**config.mk**
```make
export PLATFORM = sky130hd
export DESIGN_NAME = drapc_top
export DESIGN_NICKNAME = d
export VERILOG_FILES = /design/src/pkg/drapc_pkg.sv /design/src/rtl/drapc_sync.sv /design/src/rtl/drapc_top.sv
export VERILOG_INCLUDE_DIRS = /design/src /design/src/pkg
export SDC_FILE = /design/constraint.sdc
export NUM_CORES = 1
export LEC_CHECK = 0
export BUFFER_PORTS_ARGS = -buffer_cell sky130_fd_sc_hd__buf_4
export CAP_MARGIN = 0
export CORE_ASPECT_RATIO = 1.75
export CORE_MARGIN = 4
export CORE_UTILIZATION = 25
export CTS_BUF_LIST = sky130_fd_sc_hd__clkbuf_4
export CTS_CLUSTER_SIZE = 24
export DETAILED_ROUTE_END_ITERATION = 12
export PLACE_DENSITY_LB_ADDON = 0.3
export RECOVER_POWER = 50
export SYNTH_ARGS = -nofsm -noshare
export SYNTH_HDL_FRONTEND = slang
export SYNTH_SLANG_ARGS = --single-unit
```
**constraint.sdc**
```tcl
create_clock -name mclk -period 2.6 [get_ports mclk]
set_clock_uncertainty 0.1 [all_clocks]
set_input_delay 0.26 -clock mclk [delete_from_list [all_inputs] [get_ports mclk]]
set_output_delay 0.26 -clock mclk [all_outputs]
set_load 0.01 [all_outputs]
```
**src/pkg/drapc_defines.svh**
```systemverilog
// Notes on behaviour
// [RULE_01] DAC A code changes on the serial edge carrying the write's last data bit.
// [RULE_02] DAC B code changes on the serial edge carrying the write's last data bit.
// [RULE_03] DAC A code is 10-bit unsigned, right justified in bits 9..0.
// [RULE_04] DAC B code is 10-bit unsigned, right justified, same scaling as A.
// [RULE_05] DAC A and its buffer are powered while bit 15 is one.
// [RULE_06] DAC B and its buffer are powered while bit 14 is one.
// [RULE_07] Each op amp is powered while its own enable bit in 15..13 is one.
// [RULE_08] Enable bits exist once; writes through either DAC register change both views.
// [RULE_09] Bits 12..10 and absent code bits are don't-care.
// [RULE_10] Control byte: ref select 7..6, off 5, on 4, detector enable 3, threshold 2..0.
// [RULE_11] Control byte resets to zero, reference buffer off.
// [RULE_12] Ref select: 00 off/high-Z, 01 1.25 V, 10 2.048 V, 11 2.5 V.
// [RULE_13] Writing one to group-off clears ADC enable and all DAC and amp enables.
// [RULE_14] Writing zero to group-off changes nothing.
// [RULE_15] Writing one to group-on sets ADC enable and all DAC and amp enables.
// [RULE_16] Writing zero to group-on changes nothing.
// [RULE_17] Group-on wins when both group bits are written as one.
// [RULE_18] Detector is powered while its enable bit is one.
// [RULE_19] Host sets the ADC enable whenever it uses the detector.
// [RULE_20] Bits 2..0 choose the detector threshold.
// [RULE_21] Threshold: top bit zero gives 0 mV; 100..111 give 50..200 mV.
// [RULE_22] ADC powers down whenever its enable clears, group-off included.
// [RULE_23] Group bits act once per write; host never clears them.
`ifndef DRAPC_DEFINES_SVH
`define DRAPC_DEFINES_SVH

// ----------------------------------------
// command byte
// ----------------------------------------
`define DRAPC_CMD_START_BIT 7
`define DRAPC_CMD_READ_BIT 6
`define DRAPC_CMD_LEN 5'h08

// ----------------------------------------
// register addresses
// ----------------------------------------
`define DRAPC_ADDR_DAC_A 6'h10
`define DRAPC_ADDR_DAC_B 6'h11
`define DRAPC_ADDR_REF_CTRL 6'h12

// ----------------------------------------
// data lengths in serial bits
// ----------------------------------------
`define DRAPC_LEN_DAC 5'h10
`define DRAPC_LEN_REF 5'h08
`define DRAPC_LEN_NONE 5'h00

// ----------------------------------------
// field positions
// ----------------------------------------
`define DRAPC_DAC_EN_HI 15
`define DRAPC_DAC_EN_LO 13
`define DRAPC_DAC_CODE_HI 9
`define DRAPC_REF_SEL_HI 7
`define DRAPC_REF_SEL_LO 6
`define DRAPC_REF_OFF_BIT 5
`define DRAPC_REF_ON_BIT 4
`define DRAPC_REF_DET_BIT 3
`define DRAPC_REF_THR_HI 2

// ----------------------------------------
// reset values and constants
// ----------------------------------------
`define DRAPC_RST_DAC_CODE 10'h000
`define DRAPC_RST_EN 3'h0
`define DRAPC_ALL_EN 3'h7
`define DRAPC_RST_REF_SEL 2'h0
`define DRAPC_RST_THR 3'h0
`define DRAPC_THR_0MV 8'h00
`define DRAPC_THR_50MV 8'h32
`define DRAPC_THR_100MV 8'h64
`define DRAPC_THR_150MV 8'h96
`define DRAPC_THR_200MV 8'hC8

`endif

```
**src/pkg/drapc_pkg.sv**
```systemverilog
package drapc_pkg;

   typedef enum logic [1:0] {
      ST_CMD,
      ST_WRITE,
      ST_READ,
      ST_DONE
   } drapc_state_t;

   typedef enum logic [1:0] {
      REF_OFF,
      REF_1V25,
      REF_2V048,
      REF_2V5
   } drapc_ref_t;

   // analog control seen by the analog macros
   typedef struct packed {
      logic [9:0] dacACode;
      logic [9:0] dacBCode;
      logic dacAPowerEnable;
      logic dacBPowerEnable;
      logic amp1PowerEnable;
      logic amp2PowerEnable;
      logic amp3PowerEnable;
      drapc_ref_t refVoltageSel;
      logic refBufferOn;
      logic detectorPowerEnable;
      logic [2:0] thresholdSelect;
      logic [7:0] thresholdMv;
      logic adcPowerOnPulse;
      logic adcPowerOffPulse;
   } drapc_analog_t;

   // serial pin group, raw at the pins or already in the mclk domain
   typedef struct packed {
      logic sclk;
      logic csN;
      logic din;
   } drapc_serial_t;

   typedef struct packed {
      drapc_state_t state;
      logic [4:0] bitCnt;
      logic [4:0] dataLen;
      logic [5:0] addr;
      logic [15:0] shift;
      logic [15:0] rdShift;
      logic sclkPrev;
      logic [2:0] enables;
      logic [9:0] dacA;
      logic [9:0] dacB;
      logic [1:0] refSel;
      logic detEn;
      logic [2:0] thr;
      logic dout;
      logic doutOeN;
      drapc_analog_t analog;
   } drapc_regs_t;

endpackage : drapc_pkg

```
**src/rtl/drapc_sync.sv**
```systemverilog
`timescale 1ns/10ps
module drapc_sync (
   input wire logic mclk,
   input wire logic reset_n,
   input wire drapc_pkg::drapc_serial_t pinsAsync,
   output drapc_pkg::drapc_serial_t pinsSync
);
   import drapc_pkg::*;

   logic [2:0] stage1_q;
   logic [2:0] stage2_q;
   logic [2:0] raw;

   assign raw = pinsAsync;
   assign pinsSync = stage2_q;

   // ----------------------------------------
   // two-flop synchroniser per pin
   // ----------------------------------------
   // idle level is high so chip select reads deasserted through reset
   genvar i;
   generate
      for (i = 0; i < 3; i++) begin : g_bit
         always_ff @(posedge mclk or negedge reset_n) begin
            if (!reset_n) begin
               stage1_q[i] <= 1'b1;
               stage2_q[i] <= 1'b1;
            end else begin
               stage1_q[i] <= raw[i];
               stage2_q[i] <= stage1_q[i];
            end
         end
      end
   endgenerate

endmodule : drapc_sync

```
**src/rtl/drapc_top.sv**
```systemverilog
`timescale 1ns/10ps
`include "drapc_defines.svh"
module drapc_top (
   input wire logic mclk,
   input wire logic reset_n,
   input wire logic sclk,
   input wire logic csN,
   input wire logic din,
   output logic dout,
   output logic doutOeN,
   output drapc_pkg::drapc_analog_t analog
);
   import drapc_pkg::*;

   drapc_serial_t pinsAsync;
   drapc_serial_t pins;
   drapc_regs_t q;
   drapc_regs_t d;
   logic rise;
   logic fall;
   logic [15:0] inWord;

   assign pinsAsync.sclk = sclk;
   assign pinsAsync.csN = csN;
   assign pinsAsync.din = din;

   drapc_sync u_sync (
      .mclk(mclk),
      .reset_n(reset_n),
      .pinsAsync(pinsAsync),
      .pinsSync(pins)
   );

   // ----------------------------------------
   // helpers
   // ----------------------------------------
   function automatic logic [4:0] lenOf(input logic [5:0] a);
      case (a)
         `DRAPC_ADDR_DAC_A: lenOf = `DRAPC_LEN_DAC;
         `DRAPC_ADDR_DAC_B: lenOf = `DRAPC_LEN_DAC;
         `DRAPC_ADDR_REF_CTRL: lenOf = `DRAPC_LEN_REF;
         default: lenOf = `DRAPC_LEN_NONE;
      endcase
   endfunction : lenOf

   // read words are left justified so the shifter always sends bit 15 first
   function automatic logic [15:0] readOf(input drapc_regs_t r, input logic [5:0] a);
      case (a)
         `DRAPC_ADDR_DAC_A: readOf = {r.enables, 3'h0, r.dacA}; // RULE_08
         `DRAPC_ADDR_DAC_B: readOf = {r.enables, 3'h0, r.dacB}; // RULE_08
         // group action bits read back as zero, they hold no state
         `DRAPC_ADDR_REF_CTRL: readOf = {r.refSel, 2'h0, r.detEn, r.thr, 8'h00};
         default: readOf = 16'h0000;
      endcase
   endfunction : readOf

   function automatic logic [7:0] thrMv(input logic [2:0] t);
      case (t)
         3'h4: thrMv = `DRAPC_THR_50MV; // RULE_21
         3'h5: thrMv = `DRAPC_THR_100MV;
         3'h6: thrMv = `DRAPC_THR_150MV;
         3'h7: thrMv = `DRAPC_THR_200MV;
         default: thrMv = `DRAPC_THR_0MV; // RULE_21
      endcase
   endfunction : thrMv

   // ----------------------------------------
   // next state
   // ----------------------------------------
   always_comb begin
      d = q;
      d.analog.adcPowerOnPulse = 1'b0;
      d.analog.adcPowerOffPulse = 1'b0;
      d.sclkPrev = pins.sclk;
      rise = pins.sclk & ~q.sclkPrev;
      fall = ~pins.sclk & q.sclkPrev;
      inWord = {q.shift[14:0], pins.din};

      if (pins.csN) begin
         // raising chip select early drops a partial write
         d.state = ST_CMD;
         d.bitCnt = 5'h00;
         d.doutOeN = 1'b1;
         d.dout = 1'b0;
      end else begin
         case (q.state)
            ST_CMD: begin
               if (rise) begin
                  d.shift = inWord;
                  d.bitCnt = q.bitCnt + 5'h01;
                  if (q.bitCnt == `DRAPC_CMD_LEN - 5'h01) begin
                     d.bitCnt = 5'h00;
                     d.addr = inWord[5:0];
                     d.dataLen = lenOf(inWord[5:0]);
                     if (!inWord[`DRAPC_CMD_START_BIT] || lenOf(inWord[5:0]) == `DRAPC_LEN_NONE) begin
                        d.state = ST_DONE;
                     end else if (inWord[`DRAPC_CMD_READ_BIT]) begin
                        d.rdShift = readOf(q, inWord[5:0]);
                        d.state = ST_READ;
                     end else begin
                        d.state = ST_WRITE;
                     end
                  end
               end
            end
            ST_WRITE: begin
               if (rise) begin
                  d.shift = inWord;
                  d.bitCnt = q.bitCnt + 5'h01;
                  if (q.bitCnt == q.dataLen - 5'h01) begin
                     d.state = ST_DONE;
                     case (q.addr)
                        `DRAPC_ADDR_DAC_A: begin
                           d.dacA = inWord[`DRAPC_DAC_CODE_HI:0]; // RULE_01 RULE_03
                           d.enables = inWord[`DRAPC_DAC_EN_HI:`DRAPC_DAC_EN_LO]; // RULE_08
                           // bits 12..10 dropped
                           // RULE_09
                        end
                        `DRAPC_ADDR_DAC_B: begin
                           d.dacB = inWord[`DRAPC_DAC_CODE_HI:0]; // RULE_02 RULE_04
                           d.enables = inWord[`DRAPC_DAC_EN_HI:`DRAPC_DAC_EN_LO]; // RULE_08
                        end
                        `DRAPC_ADDR_REF_CTRL: begin
                           d.refSel = inWord[`DRAPC_REF_SEL_HI:`DRAPC_REF_SEL_LO]; // RULE_10
                           d.detEn = inWord[`DRAPC_REF_DET_BIT]; // RULE_10
                           d.thr = inWord[`DRAPC_REF_THR_HI:0]; // RULE_10 RULE_20
                           // group bits act once here and are never stored
                           // RULE_23
                           if (inWord[`DRAPC_REF_ON_BIT]) begin
                              d.enables = `DRAPC_ALL_EN; // RULE_15 RULE_17
                              d.analog.adcPowerOnPulse = 1'b1; // RULE_15
                           end else if (inWord[`DRAPC_REF_OFF_BIT]) begin
                              d.enables = `DRAPC_RST_EN; // RULE_13
                              d.analog.adcPowerOffPulse = 1'b1; // RULE_13 RULE_22
                           end
                           // zeros in both group bits leave enables alone
                           // RULE_14 RULE_16
                        end
                        default: d.state = ST_DONE;
                     endcase
                  end
               end
            end
            ST_READ: begin
               if (fall) begin
                  d.dout = q.rdShift[15];
                  d.rdShift = {q.rdShift[14:0], 1'b0};
                  d.doutOeN = 1'b0;
               end
               if (rise) begin
                  d.bitCnt = q.bitCnt + 5'h01;
                  if (q.bitCnt == q.dataLen - 5'h01) begin
                     d.state = ST_DONE;
                  end
               end
            end
            ST_DONE: begin
               // one access per chip-select frame; last read bit stays on the pin
               d.state = ST_DONE;
            end
            default: d.state = ST_CMD;
         endcase
      end

      // ----------------------------------------
      // analog control outputs
      // ----------------------------------------
      d.analog.dacACode = d.dacA; // RULE_03
      d.analog.dacBCode = d.dacB; // RULE_04
      d.analog.dacAPowerEnable = d.enables[2]; // RULE_05
      d.analog.dacBPowerEnable = d.enables[1]; // RULE_06
      d.analog.amp3PowerEnable = d.enables[2]; // RULE_07
      d.analog.amp2PowerEnable = d.enables[1]; // RULE_07
      d.analog.amp1PowerEnable = d.enables[0]; // RULE_07
      d.analog.refVoltageSel = drapc_ref_t'(d.refSel); // RULE_12
      d.analog.refBufferOn = (d.refSel != `DRAPC_RST_REF_SEL); // RULE_12
      d.analog.detectorPowerEnable = d.detEn; // RULE_18
      d.analog.thresholdSelect = d.thr; // RULE_20
      d.analog.thresholdMv = thrMv(d.thr); // RULE_21
   end

   // ----------------------------------------
   // state register
   // ----------------------------------------
   always_ff @(posedge mclk or negedge reset_n) begin
      if (!reset_n) begin
         q.state <= ST_CMD;
         q.bitCnt <= 5'h00;
         q.dataLen <= `DRAPC_LEN_NONE;
         q.addr <= 6'h00;
         q.shift <= 16'h0000;
         q.rdShift <= 16'h0000;
         q.sclkPrev <= 1'b1;
         q.enables <= `DRAPC_RST_EN;
         q.dacA <= `DRAPC_RST_DAC_CODE;
         q.dacB <= `DRAPC_RST_DAC_CODE;
         q.refSel <= `DRAPC_RST_REF_SEL; // RULE_11
         q.detEn <= 1'b0; // RULE_11
         q.thr <= `DRAPC_RST_THR; // RULE_11
         q.dout <= 1'b0;
         q.doutOeN <= 1'b1;
         q.analog <= '0;
      end else begin
         q <= d;
      end
   end

   assign dout = q.dout;
   assign doutOeN = q.doutOeN;
   assign analog = q.analog;

endmodule : drapc_top

```
==> impl_metrics.csv, run 1 <==
group,metric,value,unit
critical_path,r2r-end,"analog[22]",
sta,finalSetupViolCount,0,
drt,ant_nets,0,
floorplan,start_util,25.62,%
floorplan,io_pins,49,
cts,tritoncts,"yes",
logic_synthesis,synth_area_leaders,"dfrtp_1 44%, mux2_4 10%, buf_4 6.6%",
global_route,grt_pass1_vias,3160,
cts,post_cts_buffers,0,
logic_synthesis,synth_enable_flop_cells,0,
logic_synthesis,yosysWarnings,0,
critical_path,regToRegSetupSlack,0.32,ns
cts,postCtsResizedCells,0,
pwr,ir_drop,0.0002118,V
critical_path,reg2reg_from,"q[117]",
cts,cts_max_level,3,
sta,fin_crit_sh,87.85,%
drt,drt_iter0_markers,184,
sta,tightestPinTransition,1.341,ns
logic_synthesis,avgSynthCellArea,11.23,um2
pwr,p_leak,0.002420,uW
global_route,grt_antenna_before_repair,1,
final_layout,final-seq-area,0.002337,mm2
critical_path,crit_fanout,10,
critical_path,crit_start,"q[117]",
critical_path,max_stage_delay,0.41,ns
critical_path,r2r_cells,7,
final_layout,fillers,1979,
critical_path,cp.depth,7,
placement,place_hpwl,8343,um
logic_synthesis,synth_top_area_share,44.48,%
logic_synthesis,synth_most_common_cell,"dfrtp_1",
logic_synthesis,synth_commonest_cells,"85 x dfrtp_1, 57 x nand2_1, 42 x buf_4, 33 x mux2_4, 30 x o21ai_0",
cts,cts.reportedPaths.clkPinSlew,0.15,ns
floorplan,coreArea,0.01866,mm2
cts,ctsLongestPathBuffers,2,
outcome,run_status,"finished clean",
critical_path,worstPathCellList,"ha_1, nand4b_1, nor3b_1, buf_4, and2_1, and3_4, mux2_4",
sta,hold_viol_final,0,
global_route,grt_use_total,10.70,%
cts,clock-sinks,93,
drt,dr.pass1.iters,4,
cts,cts_made_buffers,9,
final_layout,layout.nets,449,
floorplan,die_area,0.02149,mm2
global_route,grt_overflow_total,0,
critical_path,critPathRequiredTime,2.85,ns
sta,period_needed,2.284,ns
critical_path,crit_buf_inv,1,
job,cap_violations,0,
worst_hold_path,timing.hold.worst.class,"reg2reg",
drt,post-route-drc-count,0,
logic_synthesis,synth.distinct_cells,62,
logic_synthesis,syn-instance-count,426,
logic_synthesis,async_flop_share,100.0,%
drt,via_per_inst,4.500,
drt,wirelength,11080,um
sta,setup_tns,0,ns
logic_synthesis,synth_seq_cells,93,
logic_synthesis,synth-seq-area-share,48.87,%
global_route,grt_max_degree,51,
final_layout,multiInputGateArea,0.001972,mm2
drt,avgRoutedWirePerCell,16.25,um
sta,max_slew_margin,10.60,%
cts,clk_latency,0.46,ns
logic_synthesis,synth.net_count,437,
critical_path,path_delay_family,"simple AND/OR/NAND/NOR gates",
floorplan,die_height,191.0,um
critical_path,critPathKind,"reg2reg",
sta,rsz0062_at_grt,"false",
logic_synthesis,ys.flop_type,"dfrtp_1",
critical_path,arrival,2.53,ns
sta,max_freq,437.8,MHz
placement,port_buffers,47,
critical_path,crit_end,"analog[22]",
critical_path,cp_slowest_cell,"dfrtp_1",
global_route,grt_pass1_wl,17760,um
floorplan,rows,66,
placement,gp_congestion,0.7809,
final_layout,syn2layout_area_growth,8.713,%
cts,ctsHoldBuffers,4,
critical_path,start_kind,"flip-flop",
logic_synthesis,yosys.area.top_type,"dfrtp_1",
floorplan,die_w,112.6,um
pwr,finalPower,2950,uW
pwr,p_per_area,567.4,mW/mm2
logic_synthesis,synth_area,0.004782,mm2
drt,vias,3069,
sta,drv_slew,0,
cts,cts_root_buf,"clkbuf_4",
final_layout,drive_above_1_share,25.96,%
critical_path,end_kind,"flip-flop",
layout make-up:
type | instances | share of cell area, %
Tap cell | 238 | 5.728
Clock inverter | 7 | 1.252
Antenna cell | 1 | 0.04813
Timing Repair Buffer | 64 | 8.207
Clock buffer | 9 | 1.300
Sequential cell | 93 | 44.96
Multi-Input combinational cell | 262 | 37.93
Inverter | 8 | 0.5776
kinds of logic after synthesis:
family                   synth area share (%)
AO/OA/AOI/OAI                           9.524
XOR/XNOR                               0.3664
adder cells (fa/ha/maj)                 1.570
buffers and inverters                   9.890
flip-flops                              48.87
multiplexers                            15.88
other                                 0.07842
AND/OR/NAND/NOR                         13.81
registers in the layout, summed over array words and instances (netlist names):
register / count
doutOeN: 1
u_sync.pinsSync: 3
inWord: 15
u_sync.stage1_q: 3
q: 34
analog: 36
dout: 1
worst register-to-register path, stage by stage (launching register included):
cell and delay (ns):
dfrtp_1 0.41, ha_1 0.23, nand4b_1 0.17, nor3b_1 0.24, buf_4 0.15, and2_1 0.22
and3_4 0.35, mux2_4 0.32
placed cells by master, fill, tap and decap left out, types with 12 or more instances in the layout:
| master | netlist | routed |
|---|---|---|
| nor2_1 | 13 | 13 |
| o21ai_0 | 30 | 30 |
| mux2_4 | 33 | 33 |
| clkbuf_1 | 13 | 15 |
| buf_4 | 42 | 39 |
| clkbuf_4 | 0 | 12 |
| nand2_1 | 57 | 57 |
| mux2i_1 | 14 | 14 |
| dfrtp_1 | 85 | 85 |
stage by stage:
stage	util [%]	area, um2	hold WS [ns]	setup WS [ns]	cells
finish	27.86	5199	0.2601	0.3159	682
global route	27.86	5199	0.2568	0.2244	682
CTS	28.18	5260	0.2629	0.2969	681
detailed placement	27.26	5087	0.2484	0.3290	661
global placement	27.26	5087	0.2471	0.3436	661
floorplan	-	4782	-0.1356	0.4874	426
power by group:
part | leakage [uW] | switching [uW] | internal, uW
sequential | 0.00127 | 35.6 | 1490
combinational | 0.00108 | 430 | 233
clock | 0.0000710 | 545 | 220
how the worst min path moves through the flow:
stage / startpoint / end / slack [ns] / depth (start not counted)
3_5_place_dp: reset_n / analog[17] / 0.25 / 1
6_report: u_sync.stage1_q[1] / u_sync.pinsSync[1] / 0.26 / 0
4_1_cts: reset_n / q[108] / 0.26 / 2
5_1_grt: u_sync.stage1_q[1] / u_sync.pinsSync[1] / 0.26 / 0
2_1_floorplan: reset_n / analog[0] / -0.14 / 0
3_3_place_gp: reset_n / analog[17] / 0.25 / 1
routing by layer:
metal	global-route usage (%)	part of all wire (%)	wire [um]	up-vias
li1	-	-	-	1458
met1	11.18	37	4151	1551
met2	20.11	58	6425	49
met3	2.312	2.3	255	11
met4	4.813	2.3	250	0
met5	0	0	0	-
Note: power is estimated with default switching activity, not from simulation.
==> run 2: changes to the inputs <==
--- a/config.mk
+++ b/config.mk
@@ -8,6 +8,8 @@
 export LEC_CHECK = 0
 export BUFFER_PORTS_ARGS = -buffer_cell sky130_fd_sc_hd__buf_4
 export CAP_MARGIN = 0
+export CELL_PAD_IN_SITES_DETAIL_PLACEMENT = 0
+export CELL_PAD_IN_SITES_GLOBAL_PLACEMENT = 2
 export CORE_ASPECT_RATIO = 1.75
 export CORE_MARGIN = 4
 export CORE_UTILIZATION = 25
==> run 2 against run 1 <==
  * Routed wire length grew 5.7%
  * Sequential cell count is the same
  * Sequential share of layout area down 0.79 points
  * Design area is 1.8% higher
  * Via count fell by 1.2%
  * Hold slack gained 0.0057 ns
  * Largest power group unchanged
==> impl_metrics.csv, run 2 (synthesized netlist as in run 1, its figures left out) <==
group,metric,value,unit
outcome,run_status,"finished clean",
sta,fin_crit_sh,89.62,%
sta,hold_slack,0.2658,ns
critical_path,critPathKind,"reg2reg",
cts,cts.reportedPaths.clkPinSlew,0.15,ns
critical_path,end_kind,"flip-flop",
cts,cts_root_buf,"clkbuf_4",
global_route,grt_pass1_wl,18820,um
placement,port_buffers,47,
worst_hold_path,min_from,"u_sync.stage1_q[1]",
placement,placed_area,0.005105,mm2
final_layout,largest_register,"analog",
floorplan,rows,66,
sta,max_freq,429.2,MHz
final_layout,layout.nets,448,
final_layout,fin_area,0.005291,mm2
final_layout,largest_reg_flops,36,
sta,max_slew_margin,29.94,%
placement,gp_congestion,0.7511,
cts,tritoncts,"yes",
global_route,grt_use_total,11.50,%
cts,clock-sinks,93,
cts,postCtsResizedCells,0,
critical_path,critPathRequiredTime,2.87,ns
drt,ant_nets,0,
sta,hold_viol_final,0,
floorplan,die_area,0.02149,mm2
drt,wirelength,11710,um
global_route,grt_overflow_total,0,
critical_path,start_kind,"flip-flop",
cts,ctsLongestPathBuffers,2,
critical_path,reg2reg_from,"q[117]",
sta,setup_tns,0,ns
sta,tightestPinTransition,1.051,ns
cts,cts_made_buffers,9,
final_layout,syn2layout_area_growth,10.65,%
cts,cts_max_level,3,
critical_path,arrival,2.60,ns
drt,dr.pass1.iters,4,
floorplan,io_pins,49,
global_route,grt_pass1_vias,3260,
floorplan,start_util,25.62,%
job,cap_violations,0,
final_layout,layout_commonest_cell,"dfrtp_1",
sta,rsz0062_at_grt,"false",
floorplan,die_w,112.6,um
pwr,p_leak,0.002465,uW
drt,avgRoutedWirePerCell,17.20,um
drt,post-route-drc-count,0,
floorplan,coreArea,0.01866,mm2
cts,clk_latency,0.47,ns
placement,place_hpwl,8624,um
sta,drv_slew,0,
global_route,grt_max_degree,42,
drt,vias,3033,
drt,via_per_inst,4.454,
pwr,ir_drop,0.0002359,V
pwr,p_per_area,624.0,mW/mm2
floorplan,die_height,191.0,um
critical_path,crit_fanout,10,
final_layout,fillers,1990,
global_route,grt_antenna_before_repair,1,
sta,period_needed,2.330,ns
critical_path,crit_start,"q[117]",
sta,finalSetupViolCount,0,
drt,drt_iter0_markers,119,
final_layout,drive_above_1_share,26.02,%
worst_hold_path,timing.hold.worst.class,"reg2reg",
final_layout,layout_common_cells,"85 x dfrtp_1, 57 x nand2_1, 39 x buf_4, 33 x mux2_4, 30 x o21ai_0",
[run 2: worst max-delay path, stage by stage, from the launching register on]
cell      delay, ns
dfrtp_1        0.42
ha_1           0.24
nand4b_1       0.17
nor3b_1        0.36
and2_1         0.28
and3_4         0.35
mux2_4         0.32
[run 2: metrics by stage]
step	utilization (%)	setup WS, ns	instances	power (uW)
2_1_floorplan	-	0.4874	426	2041
3_3_place_gp	27.35	0.3488	660	2212
3_5_place_dp	27.35	0.3010	660	2219
4_1_cts	28.71	0.2575	680	3365
5_1_grt	28.35	0.1143	681	3488
6_report	28.35	0.2699	681	3302
[run 2: area by class of cell]
class / count / area, um2 / share of cell area, %
antenna: 1 / 2.502 / 0.04729
multi-input combinational: 262 / 1972 / 37.27
clock buffer: 9 / 67.56 / 1.277
tap: 238 / 297.8 / 5.628
sequential: 93 / 2337 / 44.17
inverter: 8 / 30.03 / 0.5675
clock inverter: 7 / 146.4 / 2.767
timing repair buffer: 63 / 437.9 / 8.276
[run 2: final timing paths]
| check | end | slack (ns) | depth (start not counted) |
|---|---|---|---|
| setup / recovery | analog[29] | 0.27 | 6 |
| hold / removal | u_sync.pinsSync[1] | 0.27 | 0 |
| setup reg to reg | analog[29] | 0.27 | 6 |
| hold reg to reg | u_sync.pinsSync[1] | 0.27 | 0 |
| max in group asynchronous | q[70] | 0.50 | 3 |
| min in group asynchronous | q[77] | 0.39 | 2 |
[run 2: power breakdown]
| part | switching (uW) | leakage (uW) | internal (uW) | total, uW |
|---|---|---|---|---|
| clock | 532 | 0.000111 | 590 | 1120 |
| sequential | 38.6 | 0.00127 | 1490 | 1520 |
| combinational | 423 | 0.00108 | 233 | 656 |
| total | 993 | 0.00246 | 2310 | 3300 |
[run 2: repair_timing]
| item | in CTS | in global routing |
|---|---|---|
| endpoints found under the setup margin | 0 | 0 |
| hold buffers | 4 | 0 |
| endpoints found under the hold margin | 34 | 0 |
| buffers inserted | 0 | 0 |
[run 2: metal layers]
layer	vias up	GRT usage, %	part of all wire, %
met5	-	0	0
met4	0	5.923	3.5
met3	15	1.901	2.8
met2	46	21.16	54
met1	1522	12.47	40
li1	1450	-	-
